<file path="src/hdl/arc_consts.svh">
// Constants of the auto-reclose switch block.
// Assumes a 40 MHz system clock and a 32-bit APB register bus.
`ifndef ARC_CONSTS_SVH
`define ARC_CONSTS_SVH

// =============================================================
// Clock and timing
`define ARC_CLK_HZ          40000000
`define ARC_SYNC_WAIT_MS    2000
`define ARC_SYNC_WAIT_CYC   (`ARC_SYNC_WAIT_MS * (`ARC_CLK_HZ / 1000))
`define ARC_CNT_W           27

// =============================================================
// Register byte offsets
`define ARC_OFF_CFG1        8'h00
`define ARC_OFF_CFG2        8'h04
`define ARC_OFF_STATUS      8'h08
`define ARC_OFF_DISP_CTRL   8'h0C
`define ARC_OFF_DISP_VAL    8'h10

// =============================================================
// Reset values and field positions
`define ARC_CFG_RESET       8'h00
`define ARC_CFG_USED_MASK   8'h7F
`define ARC_SHOTS           5
`define ARC_CFG1_MODE_LO    5
`define ARC_CFG1_MODE_HI    6
`define ARC_CFG2_MAINT      5
`define ARC_CFG2_NOPOS      6
`define ARC_CFG2_COIL       7
`define ARC_ST_TIMEOUT      8
`define ARC_ST_ABORT        9
`define ARC_ST_DEFTRIP      10

`endif

</file>
<file path="src/hdl/arc_pkg.sv">
// Types of the auto-reclose switch block.
// Assumes arc_consts.svh is on the include path.
`default_nettype none

package arc_pkg;

    // =========================================================
    // Sequence states, one-hot.
    typedef enum logic [3:0] {
        ARC_IDLE  = 4'h1,
        ARC_SYNC  = 4'h2,
        ARC_CLOSE = 4'h4,
        ARC_SPARE = 4'h8
    } arc_state_t;

    // Breaker position input interpretation.
    typedef enum logic [1:0] {
        ARC_POS_PRESENT = 2'h0,
        ARC_POS_IGNORED = 2'h1,
        ARC_POS_COIL    = 2'h2
    } arc_pos_mode_t;

    // Effect of a breaker closing during the reclaim time.
    typedef enum logic [1:0] {
        ARC_RCL_BOTH = 2'h0,
        ARC_RCL_AR   = 2'h1,
        ARC_RCL_NONE = 2'h2
    } arc_rcl_mode_t;

endpackage : arc_pkg

`default_nettype wire

</file>
<file path="src/hdl/arc_switch_cfg.sv">
// Auto-reclose switch groups and their control effects.
// Assumes an APB master on CLK_SYS_IN and asynchronous breaker pins.
//
// Functional notes
// - Group two has eight binary switches, group one seven, shown one at a time while setting.
// - Outside setting mode only a checksum per group is presented.
// - Checksum is the sum of weights of switches set to one.
// - Group one bits one to five enable shots one to five; default off.
// - Mode 00: closing in reclaim inhibits reclosing and final trip.
// - One mixed mode inhibits only reclosing during reclaim.
// - Other mixed mode makes closing harmless; 11 acts like 00.
// - Manual closing always aborts a running reclose sequence.
// - Group two bits one to five select synchro-check per shot.
// - With synchro-check, wait for synchro ok at most two seconds.
// - Group two bit six zero: monitor at zero only alarms.
// - Group two bit six one: monitor at zero blocks closing and reclosing.
// - Group two bit seven zero: position data present; one: absent.
// - Group two bit eight counts only while bit seven is one.
// - Absent data and bit eight zero: position input ignored.
// - Absent data and bit eight one: input is opening-coil voltage.
// - Absent data, protection final trip: definite trip only in coil mode.
`default_nettype none
`include "arc_consts.svh"

module arc_switch_cfg
    import arc_pkg::*;
#(
    parameter int SYNC_WAIT_CYCLES = `ARC_SYNC_WAIT_CYC
) (
    input  wire logic        CLK_SYS_IN,
    input  wire logic        RESETN_IN,
    input  wire logic        PSEL_IN,
    input  wire logic        PENABLE_IN,
    input  wire logic        PWRITE_IN,
    input  wire logic [7:0]  PADDR_IN,
    input  wire logic [31:0] PWDATA_IN,
    output var  logic [31:0] PRDATA_OUT,
    output var  logic        PREADY_OUT,
    output var  logic        PSLVERR_OUT,
    input  wire logic        AR_START_IN,
    input  wire logic [2:0]  AR_SHOT_IN,
    input  wire logic        RECLAIM_RUN_IN,
    input  wire logic        AR_FINAL_TRIP_IN,
    input  wire logic        PROT_TRIP_IN,
    input  wire logic        MAINT_ZERO_IN,
    input  wire logic        CB_CLOSING_IN,
    input  wire logic        MAN_CLOSE_IN,
    input  wire logic        SYNCHRO_OK_INPUT_IN,
    input  wire logic        BREAKER_POSITION_INPUT_IN,
    output var  logic        CB_CLOSE_CMD_OUT,
    output var  logic        SYNC_WAIT_OUT,
    output var  logic        SEQ_ABORT_OUT,
    output var  logic        FINAL_TRIP_OUT,
    output var  logic        DEF_TRIP_OUT,
    output var  logic        AR_INHIBIT_OUT,
    output var  logic        MAINT_ALARM_OUT,
    output var  logic        CLOSE_BLOCK_OUT,
    output var  logic [7:0]  DISP_VALUE_OUT
);

    // =========================================================
    // State record.
    typedef struct packed {
        arc_state_t             state;
        logic [`ARC_CNT_W-1:0]  cnt;
        logic [2:0]             shot;
        logic [7:0]             cfg1;
        logic [7:0]             cfg2;
        logic                   set_mode;
        logic                   disp_grp;
        logic [2:0]             disp_sw;
        logic                   rcl_seen;
        logic                   cls_d;
        logic                   man_d;
        logic                   to_flag;
        logic                   abort_flag;
        logic                   def_flag;
        logic                   pready;
        logic                   pslverr;
        logic [31:0]            prdata;
        logic                   close_cmd;
        logic                   abort_p;
        logic                   ft_out;
        logic                   def_out;
        logic                   ar_inh;
        logic                   alarm;
        logic                   cl_block;
        logic [7:0]             disp;
    } arc_st_t;

    localparam logic [`ARC_CNT_W-1:0] WAIT_LAST =
        `ARC_CNT_W'(SYNC_WAIT_CYCLES - 1);

    arc_st_t    st_ff;
    arc_st_t    nxt_st;
    logic [3:0] pins_sync;

    // =========================================================
    // Pin synchronisers.
    arc_pin_sync #(
        .W (4)
    ) u_sync (
        .clk_in   (CLK_SYS_IN),
        .rst_n_in (RESETN_IN),
        .pin_in   ({BREAKER_POSITION_INPUT_IN, SYNCHRO_OK_INPUT_IN,
                    MAN_CLOSE_IN, CB_CLOSING_IN}),
        .sync_out (pins_sync)
    );

    // =========================================================
    // Decoding helpers.

    // Per-shot bit; shots outside one to five select none.
    function automatic logic shot_bit(input logic [7:0] cfg,
                                      input logic [2:0] shot);
        logic r;
        r = 1'b0;
        if (shot >= 3'h1 && shot <= 3'h5) begin
            r = cfg[shot - 3'h1];
        end
        return r;
    endfunction

    // Reclaim closing mode from group one bits six and seven.
    function automatic arc_rcl_mode_t rcl_mode(input logic [7:0] cfg);
        arc_rcl_mode_t m;
        m = ARC_RCL_BOTH;
        if (cfg[`ARC_CFG1_MODE_LO] && !cfg[`ARC_CFG1_MODE_HI]) begin
            m = ARC_RCL_AR;
        end else if (!cfg[`ARC_CFG1_MODE_LO] && cfg[`ARC_CFG1_MODE_HI]) begin
            m = ARC_RCL_NONE;
        end
        return m;
    endfunction

    // Position input meaning from group two bits seven and eight.
    function automatic arc_pos_mode_t pos_mode(input logic [7:0] cfg);
        arc_pos_mode_t m;
        m = ARC_POS_PRESENT;
        if (cfg[`ARC_CFG2_NOPOS]) begin
            m = cfg[`ARC_CFG2_COIL] ? ARC_POS_COIL
                                    : ARC_POS_IGNORED;
        end
        return m;
    endfunction

    // Register read mux with error flag.
    function automatic logic [32:0] reg_read(input arc_st_t s,
                                             input logic [7:0] a);
        logic [32:0] r;
        r = {1'b0, 32'h0000_0000};
        if (a == `ARC_OFF_CFG1) begin
            r[7:0] = s.cfg1 & `ARC_CFG_USED_MASK;
        end else if (a == `ARC_OFF_CFG2) begin
            r[7:0] = s.cfg2;
        end else if (a == `ARC_OFF_STATUS) begin
            r[3:0] = s.state;
            r[4]   = s.ar_inh;
            r[5]   = s.rcl_seen;
            r[7:6] = pos_mode(s.cfg2);
            r[`ARC_ST_TIMEOUT] = s.to_flag;
            r[`ARC_ST_ABORT]   = s.abort_flag;
            r[`ARC_ST_DEFTRIP] = s.def_flag;
        end else if (a == `ARC_OFF_DISP_CTRL) begin
            r[0]    = s.set_mode;
            r[4]    = s.disp_grp;
            r[10:8] = s.disp_sw;
        end else if (a == `ARC_OFF_DISP_VAL) begin
            r[7:0] = s.disp;
        end else begin
            r[32] = 1'b1;
        end
        return r;
    endfunction

    // =========================================================
    // Next-state logic.
    always_comb begin
        logic          wr;
        logic          cls_rise;
        logic          man_rise;
        logic          sync_ok;
        logic          pos_in;
        logic          ft_inh;
        logic          maint_blk;
        logic          brk_open;
        logic [32:0]   rd;
        logic [7:0]    grp;
        wr        = 1'b0;
        ft_inh    = 1'b0;
        maint_blk = 1'b0;
        brk_open  = 1'b0;
        rd        = '0;
        grp       = 8'h00;
        nxt_st    = st_ff;

        cls_rise  = pins_sync[0] && !st_ff.cls_d;
        man_rise  = pins_sync[1] && !st_ff.man_d;
        sync_ok   = pins_sync[2];
        pos_in    = pins_sync[3];
        nxt_st.cls_d = pins_sync[0];
        nxt_st.man_d = pins_sync[1];

        // APB slave: answer in the access cycle, one cycle after setup.
        nxt_st.pready = 1'b0;
        if (PSEL_IN && !PENABLE_IN) begin
            rd             = reg_read(st_ff, PADDR_IN);
            nxt_st.pready  = 1'b1;
            nxt_st.pslverr = rd[32];
            nxt_st.prdata  = PWRITE_IN ? 32'h0000_0000 : rd[31:0];
        end
        wr = PSEL_IN && PENABLE_IN && st_ff.pready && PWRITE_IN
             && !st_ff.pslverr;

        // Maintenance monitor: alarm always, block only when selected.
        nxt_st.alarm    = MAINT_ZERO_IN;
        maint_blk       = MAINT_ZERO_IN && st_ff.cfg2[`ARC_CFG2_MAINT];
        nxt_st.cl_block = maint_blk;

        // A closing seen while the reclaim time runs is held until it ends.
        if (!RECLAIM_RUN_IN) begin
            nxt_st.rcl_seen = 1'b0;
        end else if (cls_rise) begin
            nxt_st.rcl_seen = 1'b1;
        end
        nxt_st.ar_inh = 1'b0;
        case (rcl_mode(st_ff.cfg1))
            ARC_RCL_BOTH: begin
                nxt_st.ar_inh = nxt_st.rcl_seen;
                ft_inh        = st_ff.rcl_seen;
            end
            ARC_RCL_AR: begin
                nxt_st.ar_inh = nxt_st.rcl_seen;
            end
            default: begin
                nxt_st.ar_inh = 1'b0;
            end
        endcase
        nxt_st.ar_inh = nxt_st.ar_inh || maint_blk;

        // Reclose sequence.
        nxt_st.close_cmd = 1'b0;
        nxt_st.abort_p   = 1'b0;
        case (st_ff.state)
            ARC_IDLE: begin
                nxt_st.cnt = '0;
                if (AR_START_IN && shot_bit(st_ff.cfg1, AR_SHOT_IN)
                    && !st_ff.ar_inh && !maint_blk) begin
                    nxt_st.shot = AR_SHOT_IN;
                    if (shot_bit(st_ff.cfg2, AR_SHOT_IN)) begin
                        nxt_st.state = ARC_SYNC;
                    end else begin
                        nxt_st.state = ARC_CLOSE;
                    end
                end
            end
            ARC_SYNC: begin
                nxt_st.cnt = st_ff.cnt + `ARC_CNT_W'(1);
                if (man_rise) begin
                    nxt_st.state   = ARC_IDLE;
                    nxt_st.abort_p = 1'b1;
                end else if (sync_ok) begin
                    nxt_st.state = ARC_CLOSE;
                end else if (st_ff.cnt >= WAIT_LAST) begin
                    nxt_st.state   = ARC_IDLE;
                    nxt_st.to_flag = 1'b1;
                end
            end
            ARC_CLOSE: begin
                nxt_st.state = ARC_IDLE;
                if (man_rise) begin
                    nxt_st.abort_p = 1'b1;
                end else if (!maint_blk) begin
                    nxt_st.close_cmd = 1'b1;
                end
            end
            default: begin
                nxt_st.state = ARC_IDLE;
            end
        endcase

        // Final trip and definite-trip indication.
        nxt_st.ft_out  = AR_FINAL_TRIP_IN && !ft_inh;
        nxt_st.def_out = 1'b0;
        case (pos_mode(st_ff.cfg2))
            ARC_POS_PRESENT: brk_open = !pos_in;
            ARC_POS_COIL:    brk_open = pos_in;
            default:         brk_open = 1'b0;
        endcase
        if (nxt_st.ft_out && PROT_TRIP_IN && brk_open) begin
            nxt_st.def_out = 1'b1;
        end

        // Register writes; a hardware set in the same cycle wins, except a timeout while the timeout flag is already set.
        if (wr) begin
            if (PADDR_IN == `ARC_OFF_CFG1) begin
                nxt_st.cfg1 = PWDATA_IN[7:0] & `ARC_CFG_USED_MASK;
            end else if (PADDR_IN == `ARC_OFF_CFG2) begin
                nxt_st.cfg2 = PWDATA_IN[7:0];
            end else if (PADDR_IN == `ARC_OFF_STATUS) begin
                if (PWDATA_IN[`ARC_ST_TIMEOUT]
                    && nxt_st.to_flag == st_ff.to_flag) begin
                    nxt_st.to_flag = 1'b0;
                end
                if (PWDATA_IN[`ARC_ST_ABORT] && !nxt_st.abort_p) begin
                    nxt_st.abort_flag = 1'b0;
                end
                if (PWDATA_IN[`ARC_ST_DEFTRIP] && !nxt_st.def_out) begin
                    nxt_st.def_flag = 1'b0;
                end
            end else if (PADDR_IN == `ARC_OFF_DISP_CTRL) begin
                nxt_st.set_mode = PWDATA_IN[0];
                nxt_st.disp_grp = PWDATA_IN[4];
                nxt_st.disp_sw  = PWDATA_IN[10:8];
            end
        end
        if (nxt_st.abort_p) begin
            nxt_st.abort_flag = 1'b1;
        end
        if (nxt_st.def_out) begin
            nxt_st.def_flag = 1'b1;
        end

        // Display: one switch while setting, else the group checksum.
        grp = st_ff.disp_grp ? st_ff.cfg2 : st_ff.cfg1;
        if (st_ff.set_mode) begin
            nxt_st.disp = {7'h00, grp[st_ff.disp_sw]};
        end else begin
            nxt_st.disp = grp;
        end
    end

    // =========================================================
    // State register; every field resets to a constant.
    always_ff @(posedge CLK_SYS_IN or negedge RESETN_IN) begin
        if (!RESETN_IN) begin
            st_ff       <= '0;
            st_ff.state <= ARC_IDLE;
            st_ff.cfg1  <= `ARC_CFG_RESET;
            st_ff.cfg2  <= `ARC_CFG_RESET;
        end else begin
            st_ff <= nxt_st;
        end
    end

    // =========================================================
    // Outputs straight from the state register.
    assign PRDATA_OUT       = st_ff.prdata;
    assign PREADY_OUT       = st_ff.pready;
    assign PSLVERR_OUT      = st_ff.pslverr;
    assign CB_CLOSE_CMD_OUT = st_ff.close_cmd;
    assign SYNC_WAIT_OUT    = st_ff.state == ARC_SYNC;
    assign SEQ_ABORT_OUT    = st_ff.abort_p;
    assign FINAL_TRIP_OUT   = st_ff.ft_out;
    assign DEF_TRIP_OUT     = st_ff.def_out;
    assign AR_INHIBIT_OUT   = st_ff.ar_inh;
    assign MAINT_ALARM_OUT  = st_ff.alarm;
    assign CLOSE_BLOCK_OUT  = st_ff.cl_block;
    assign DISP_VALUE_OUT   = st_ff.disp;

endmodule // arc_switch_cfg

`default_nettype wire

</file>
<file path="src/hdl/arc_pin_sync.sv">
// Three-stage input synchroniser with agreement filter.
// Assumes asynchronous pins.
`default_nettype none

module arc_pin_sync #(
    parameter int W = 4
) (
    input  wire logic         clk_in,
    input  wire logic         rst_n_in,
    input  wire logic [W-1:0] pin_in,
    output var  logic [W-1:0] sync_out
);

    typedef struct packed {
        logic [W-1:0] s1;
        logic [W-1:0] s2;
        logic [W-1:0] s3;
        logic [W-1:0] q;
    } arc_sync_st_t;

    arc_sync_st_t st_ff;
    arc_sync_st_t nxt_st;

    // =========================================================
    // Stage one feeds only stage two; the filter looks at two and three.
    always_comb begin
        nxt_st    = st_ff;
        nxt_st.s1 = pin_in;
        nxt_st.s2 = st_ff.s1;
        nxt_st.s3 = st_ff.s2;
        for (int i = 0; i < W; i++) begin
            if (st_ff.s2[i] == st_ff.s3[i]) begin
                nxt_st.q[i] = st_ff.s3[i];
            end
        end
    end

    // Register update.
    always_ff @(posedge clk_in or negedge rst_n_in) begin
        if (!rst_n_in) begin
            st_ff <= '0;
        end else begin
            st_ff <= nxt_st;
        end
    end

    assign sync_out = st_ff.q;

endmodule // arc_pin_sync

`default_nettype wire

</file>
<file path="config.mk">
export PLATFORM = sky130hd
export DESIGN_NAME = arc_switch_cfg
export DESIGN_NICKNAME = d
export VERILOG_FILES = /design/src/hdl/arc_pkg.sv /design/src/hdl/arc_switch_cfg.sv /design/src/hdl/arc_pin_sync.sv
export VERILOG_INCLUDE_DIRS = /design/src /design/src/hdl
export SDC_FILE = /design/constraint.sdc
export NUM_CORES = 1
export LEC_CHECK = 0
export BUFFER_PORTS_ARGS = -buffer_cell sky130_fd_sc_hd__buf_2
export CAP_MARGIN = 0
export CORE_MARGIN = 3
export CORE_UTILIZATION = 45
export DETAILED_ROUTE_END_ITERATION = 8
export PLACE_DENSITY = 0.81
export RECOVER_POWER = 25
export SYNTH_ARGS = -nofsm -noshare
export SYNTH_HDL_FRONTEND = slang
export SYNTH_SLANG_ARGS = --single-unit
</file>
<file path="constraint.sdc">
create_clock -name CLK_SYS_IN -period 1.9 [get_ports CLK_SYS_IN]
set_clock_uncertainty 0.15 [all_clocks]
set_input_delay 0.095 -clock CLK_SYS_IN [delete_from_list [all_inputs] [get_ports CLK_SYS_IN]]
set_output_delay 0.095 -clock CLK_SYS_IN [all_outputs]
set_load 0.01 [all_outputs]
</file>
==> results by group <==
Outcome
  – Outcome: finished with violations
  – Failing checks: setup timing

Route
  – Vias per cell: ~5.7
  – ANT nets after route: 0
  – Post-DR wirelength/cell: ~18 um
  – Remaining DRCs: 0
  – Drt pass-1 iters: 5
  – Initial DRC Count: 350
  – Total detailed-routing wirelength: roughly 13,000 um
  – Via count: 4,156

Floorplan
  – Core Box Area: 10,600 sq um
  – Starting Density: 0.474
  – Die area: 12,500 sq um
  – Die Wd: around 110 um
  – IO Count: between 100 and 150
  – Rows: 37
  – Die Ht: about 110 um

Synthesis
  – Post-synth top cells: 99 x dfrtp_1, 51 x nand2_1, 40 x buf_4, 29 x mux2_2, 24 x mux2i_1
  – Distinct cell type count after synthesis: 63
  – FFs w/ async S/R, synth: 1.00
  – Syn_area_per_cell: between 10 and 15 sq um
  – Post-synthesis sequential area ratio: 0.498
  – Synth warn: 0
  – Synth Flop Type: dfrtp_1
  – Yosys top cell by area: dfrtp_1
  – Cell Area, Synth: approximately 5000 sq um
  – Yosys top cell area share: 0.493
  – Most frequent cell after synthesis: dfrtp_1
  – Post-Syn Instances: approximately 460
  – #FFs+latches synth: 100
  – Post-synth EDFFs: 0
  – Synth area leaders: dfrtp_1 49%, mux2_2 6.5%, buf_4 6.0%

Critical path
  – Crit Path Max Fanout: 2
  – Worst Setup End Kind: flop
  – Critical Path AT: approximately 2.1 ns
  – WS Path Type: flop to flop
  – Type of origin of the critical path: flop
  – WP data required: approximately 2 ns
  – Flop-to-flop setup slack: -0.08 ns

STA
  – RSZ-0062 raised after global routing: true
  – Slew at the pin with the worst max-slew slack: 0.793 ns
  – FMAX: between 500 and 600 MHz
  – PnR worst setup slack: -0.0847 ns
  – Slew Viols, Final: 0
  – Setup violators final: 1
  – Fin crit share: 1.04
  – Max_slew headroom: 0.472
  – Final hold violations: 0
  – Crit path time final: ~2 ns
  – TNS Setup: -0.0847 ns

Job
  – Total of max-cap violations: 0

Final layout
  – Final Instance Area: between 6000 and 7000 sq um
  – Area added between synthesis and finish: 26.1%
  – ANT cells: 0
  – Core Util, Final: 0.598
  – Fill count: 795
  – Share of layout cells above drive strength 1: 0.362
  – Final net count: 650

Global routing
  – Initial antenna violation count: 0
  – All-Layer GR Usage: 0.204
  – Largest net degree at the start of global routing: 60
  – First-pass GRT wire length: between 20,000 and 25,000 um
  – Vias in the first global route: approximately 4,000
  – GRT overflow: 0

Clock tree
  – CTS Buf Count: 9
  – TritonCTS clock tree: yes
  – Root buffer cell: clkbuf_8
  – Clk_lat worst skew: approximately 0.36 ns
  – Number of H-tree levels: 3
  – Clk sinks: 100
  – Clk slew on worst S/H paths: around 0.10 ns
  – CTS Buffer Depth: 2

Power
  – LEAKAGE: around 3.2 nW
  – PD cells: 663 nW/um^2
  – VDD IR-drop max: around 0.53 mV

Place
  – Gpl congestion: around 0.9
  – HPWL Detailed: slightly below 9000 um
  – Placed inst area: around 5700 sq um
  – Input/output buffers: between 60 and 70

Hold path
  – Worst min path class: primary input to flop
[layout by cell type, fill, tap and decap left out, drive strengths merged, types with 7 or more instances in the layout]
master | Yosys | final
mux2i | 24 | 24
mux2 | 31 | 31
mux4 | 7 | 7
inv | 15 | 16
conb | 1 | 21
nand3 | 16 | 16
dfrtp | 99 | 99
nor2 | 24 | 25
o31ai | 8 | 8
clkbuf | 10 | 15
nand2 | 53 | 53
a21oi | 9 | 9
dlygate4sd3 | 0 | 24
o21ai | 24 | 24
buf | 45 | 128
nand4 | 7 | 7
[final timing paths]
check,startpoint,end,cells past startpoint
min in group asynchronous,RESETN_IN,u_sync.nxt_st[10],3
max,st_ff[58],DISP_VALUE_OUT[0],3
max in group asynchronous,RESETN_IN,AR_INHIBIT_OUT,3
min reg2reg,u_sync.nxt_st[11],u_sync.nxt_st[7],0
min,AR_SHOT_IN[2],st_ff[107],4
max reg2reg,st_ff[58],DISP_VALUE_OUT[0],3
[logic make-up (layout without fill, tap and decap cells)]
kind of cell	after synthesis	in the layout	share of synthesized area
mux	62	62	0.152
fa+ha+maj	8	8	0.0179
compound gates	74	74	0.0986
buf+inv	70	186	0.0857
other cells	1	21	0.000746
flops	100	100	0.498
simple gates	139	140	0.142
xor+xnor	3	3	0.00523
[routing by layer]
layer  global-route usage  vias to the layer above  share of wire  wire (um)
met5                    0                        -              0          0
met4               0.0868                        0          0.039        508
met3               0.0402                       51          0.076        995
met2                0.329                      222           0.47       6240
met1                0.269                     2044           0.41       5420
li1                     -                     1839              -          -
[area by class of cell]
| cell class | count | area (sq um) | area share |
|---|---|---|---|
| clock buffer | 12 | 165 | 0.0261 |
| clock inverter | 4 | 77.6 | 0.0122 |
| inverter | 15 | 61.3 | 0.00967 |
| multi-input combinational | 308 | 2260 | 0.357 |
| sequential | 100 | 2510 | 0.395 |
| tap | 136 | 170 | 0.0269 |
| timing repair buffer | 155 | 1090 | 0.173 |
[stage by stage]
step | cells | power [mW] | worst slack, ns | hold WS (ns)
6_report | 730 | 4.20 | -0.0847 | 0.0623
5_1_grt | 730 | 4.36 | -0.108 | 0.0829
4_1_cts | 724 | 4.21 | -0.0720 | 0.0800
3_5_place_dp | 683 | 2.59 | -0.218 | -0.184
3_3_place_gp | 683 | 2.58 | -0.116 | -0.191
2_1_floorplan | 477 | 2.44 | -0.0321 | -0.351
[state kept, by name (all words and copies together) (netlist names), 4 cells and up]
name,count
DISP_VALUE_OUT,8
u_sync.st_ff,4
PRDATA_OUT,11
u_sync.sync_out,4
st_ff,56
u_sync.nxt_st,8
[worst max-delay path, cell delays in order, from the launching register on]
cell     delay, ns
dfrtp_1       0.43
mux4_2        0.57
mux4_2        0.47
mux2_4        0.27
[power breakdown]
group          internal, mW  switching, mW  leakage, nW  total (mW)
sequential             2.17         0.0319         1.33        2.21
clock                 0.858          0.741        0.123        1.60
combinational         0.157          0.239         1.72       0.396
total                  3.19           1.01         3.17        4.20
[what timing repair did]
action	CTS	global route
resized for setup	8	24
endpoints found under the hold margin	137	0
gates cloned	0	1
buffers inserted	1	5
endpoints found under the setup margin	11	21
hold buffers	24	0
pin swaps	0	8
Note: power is estimated with default switching activity, not from simulation.
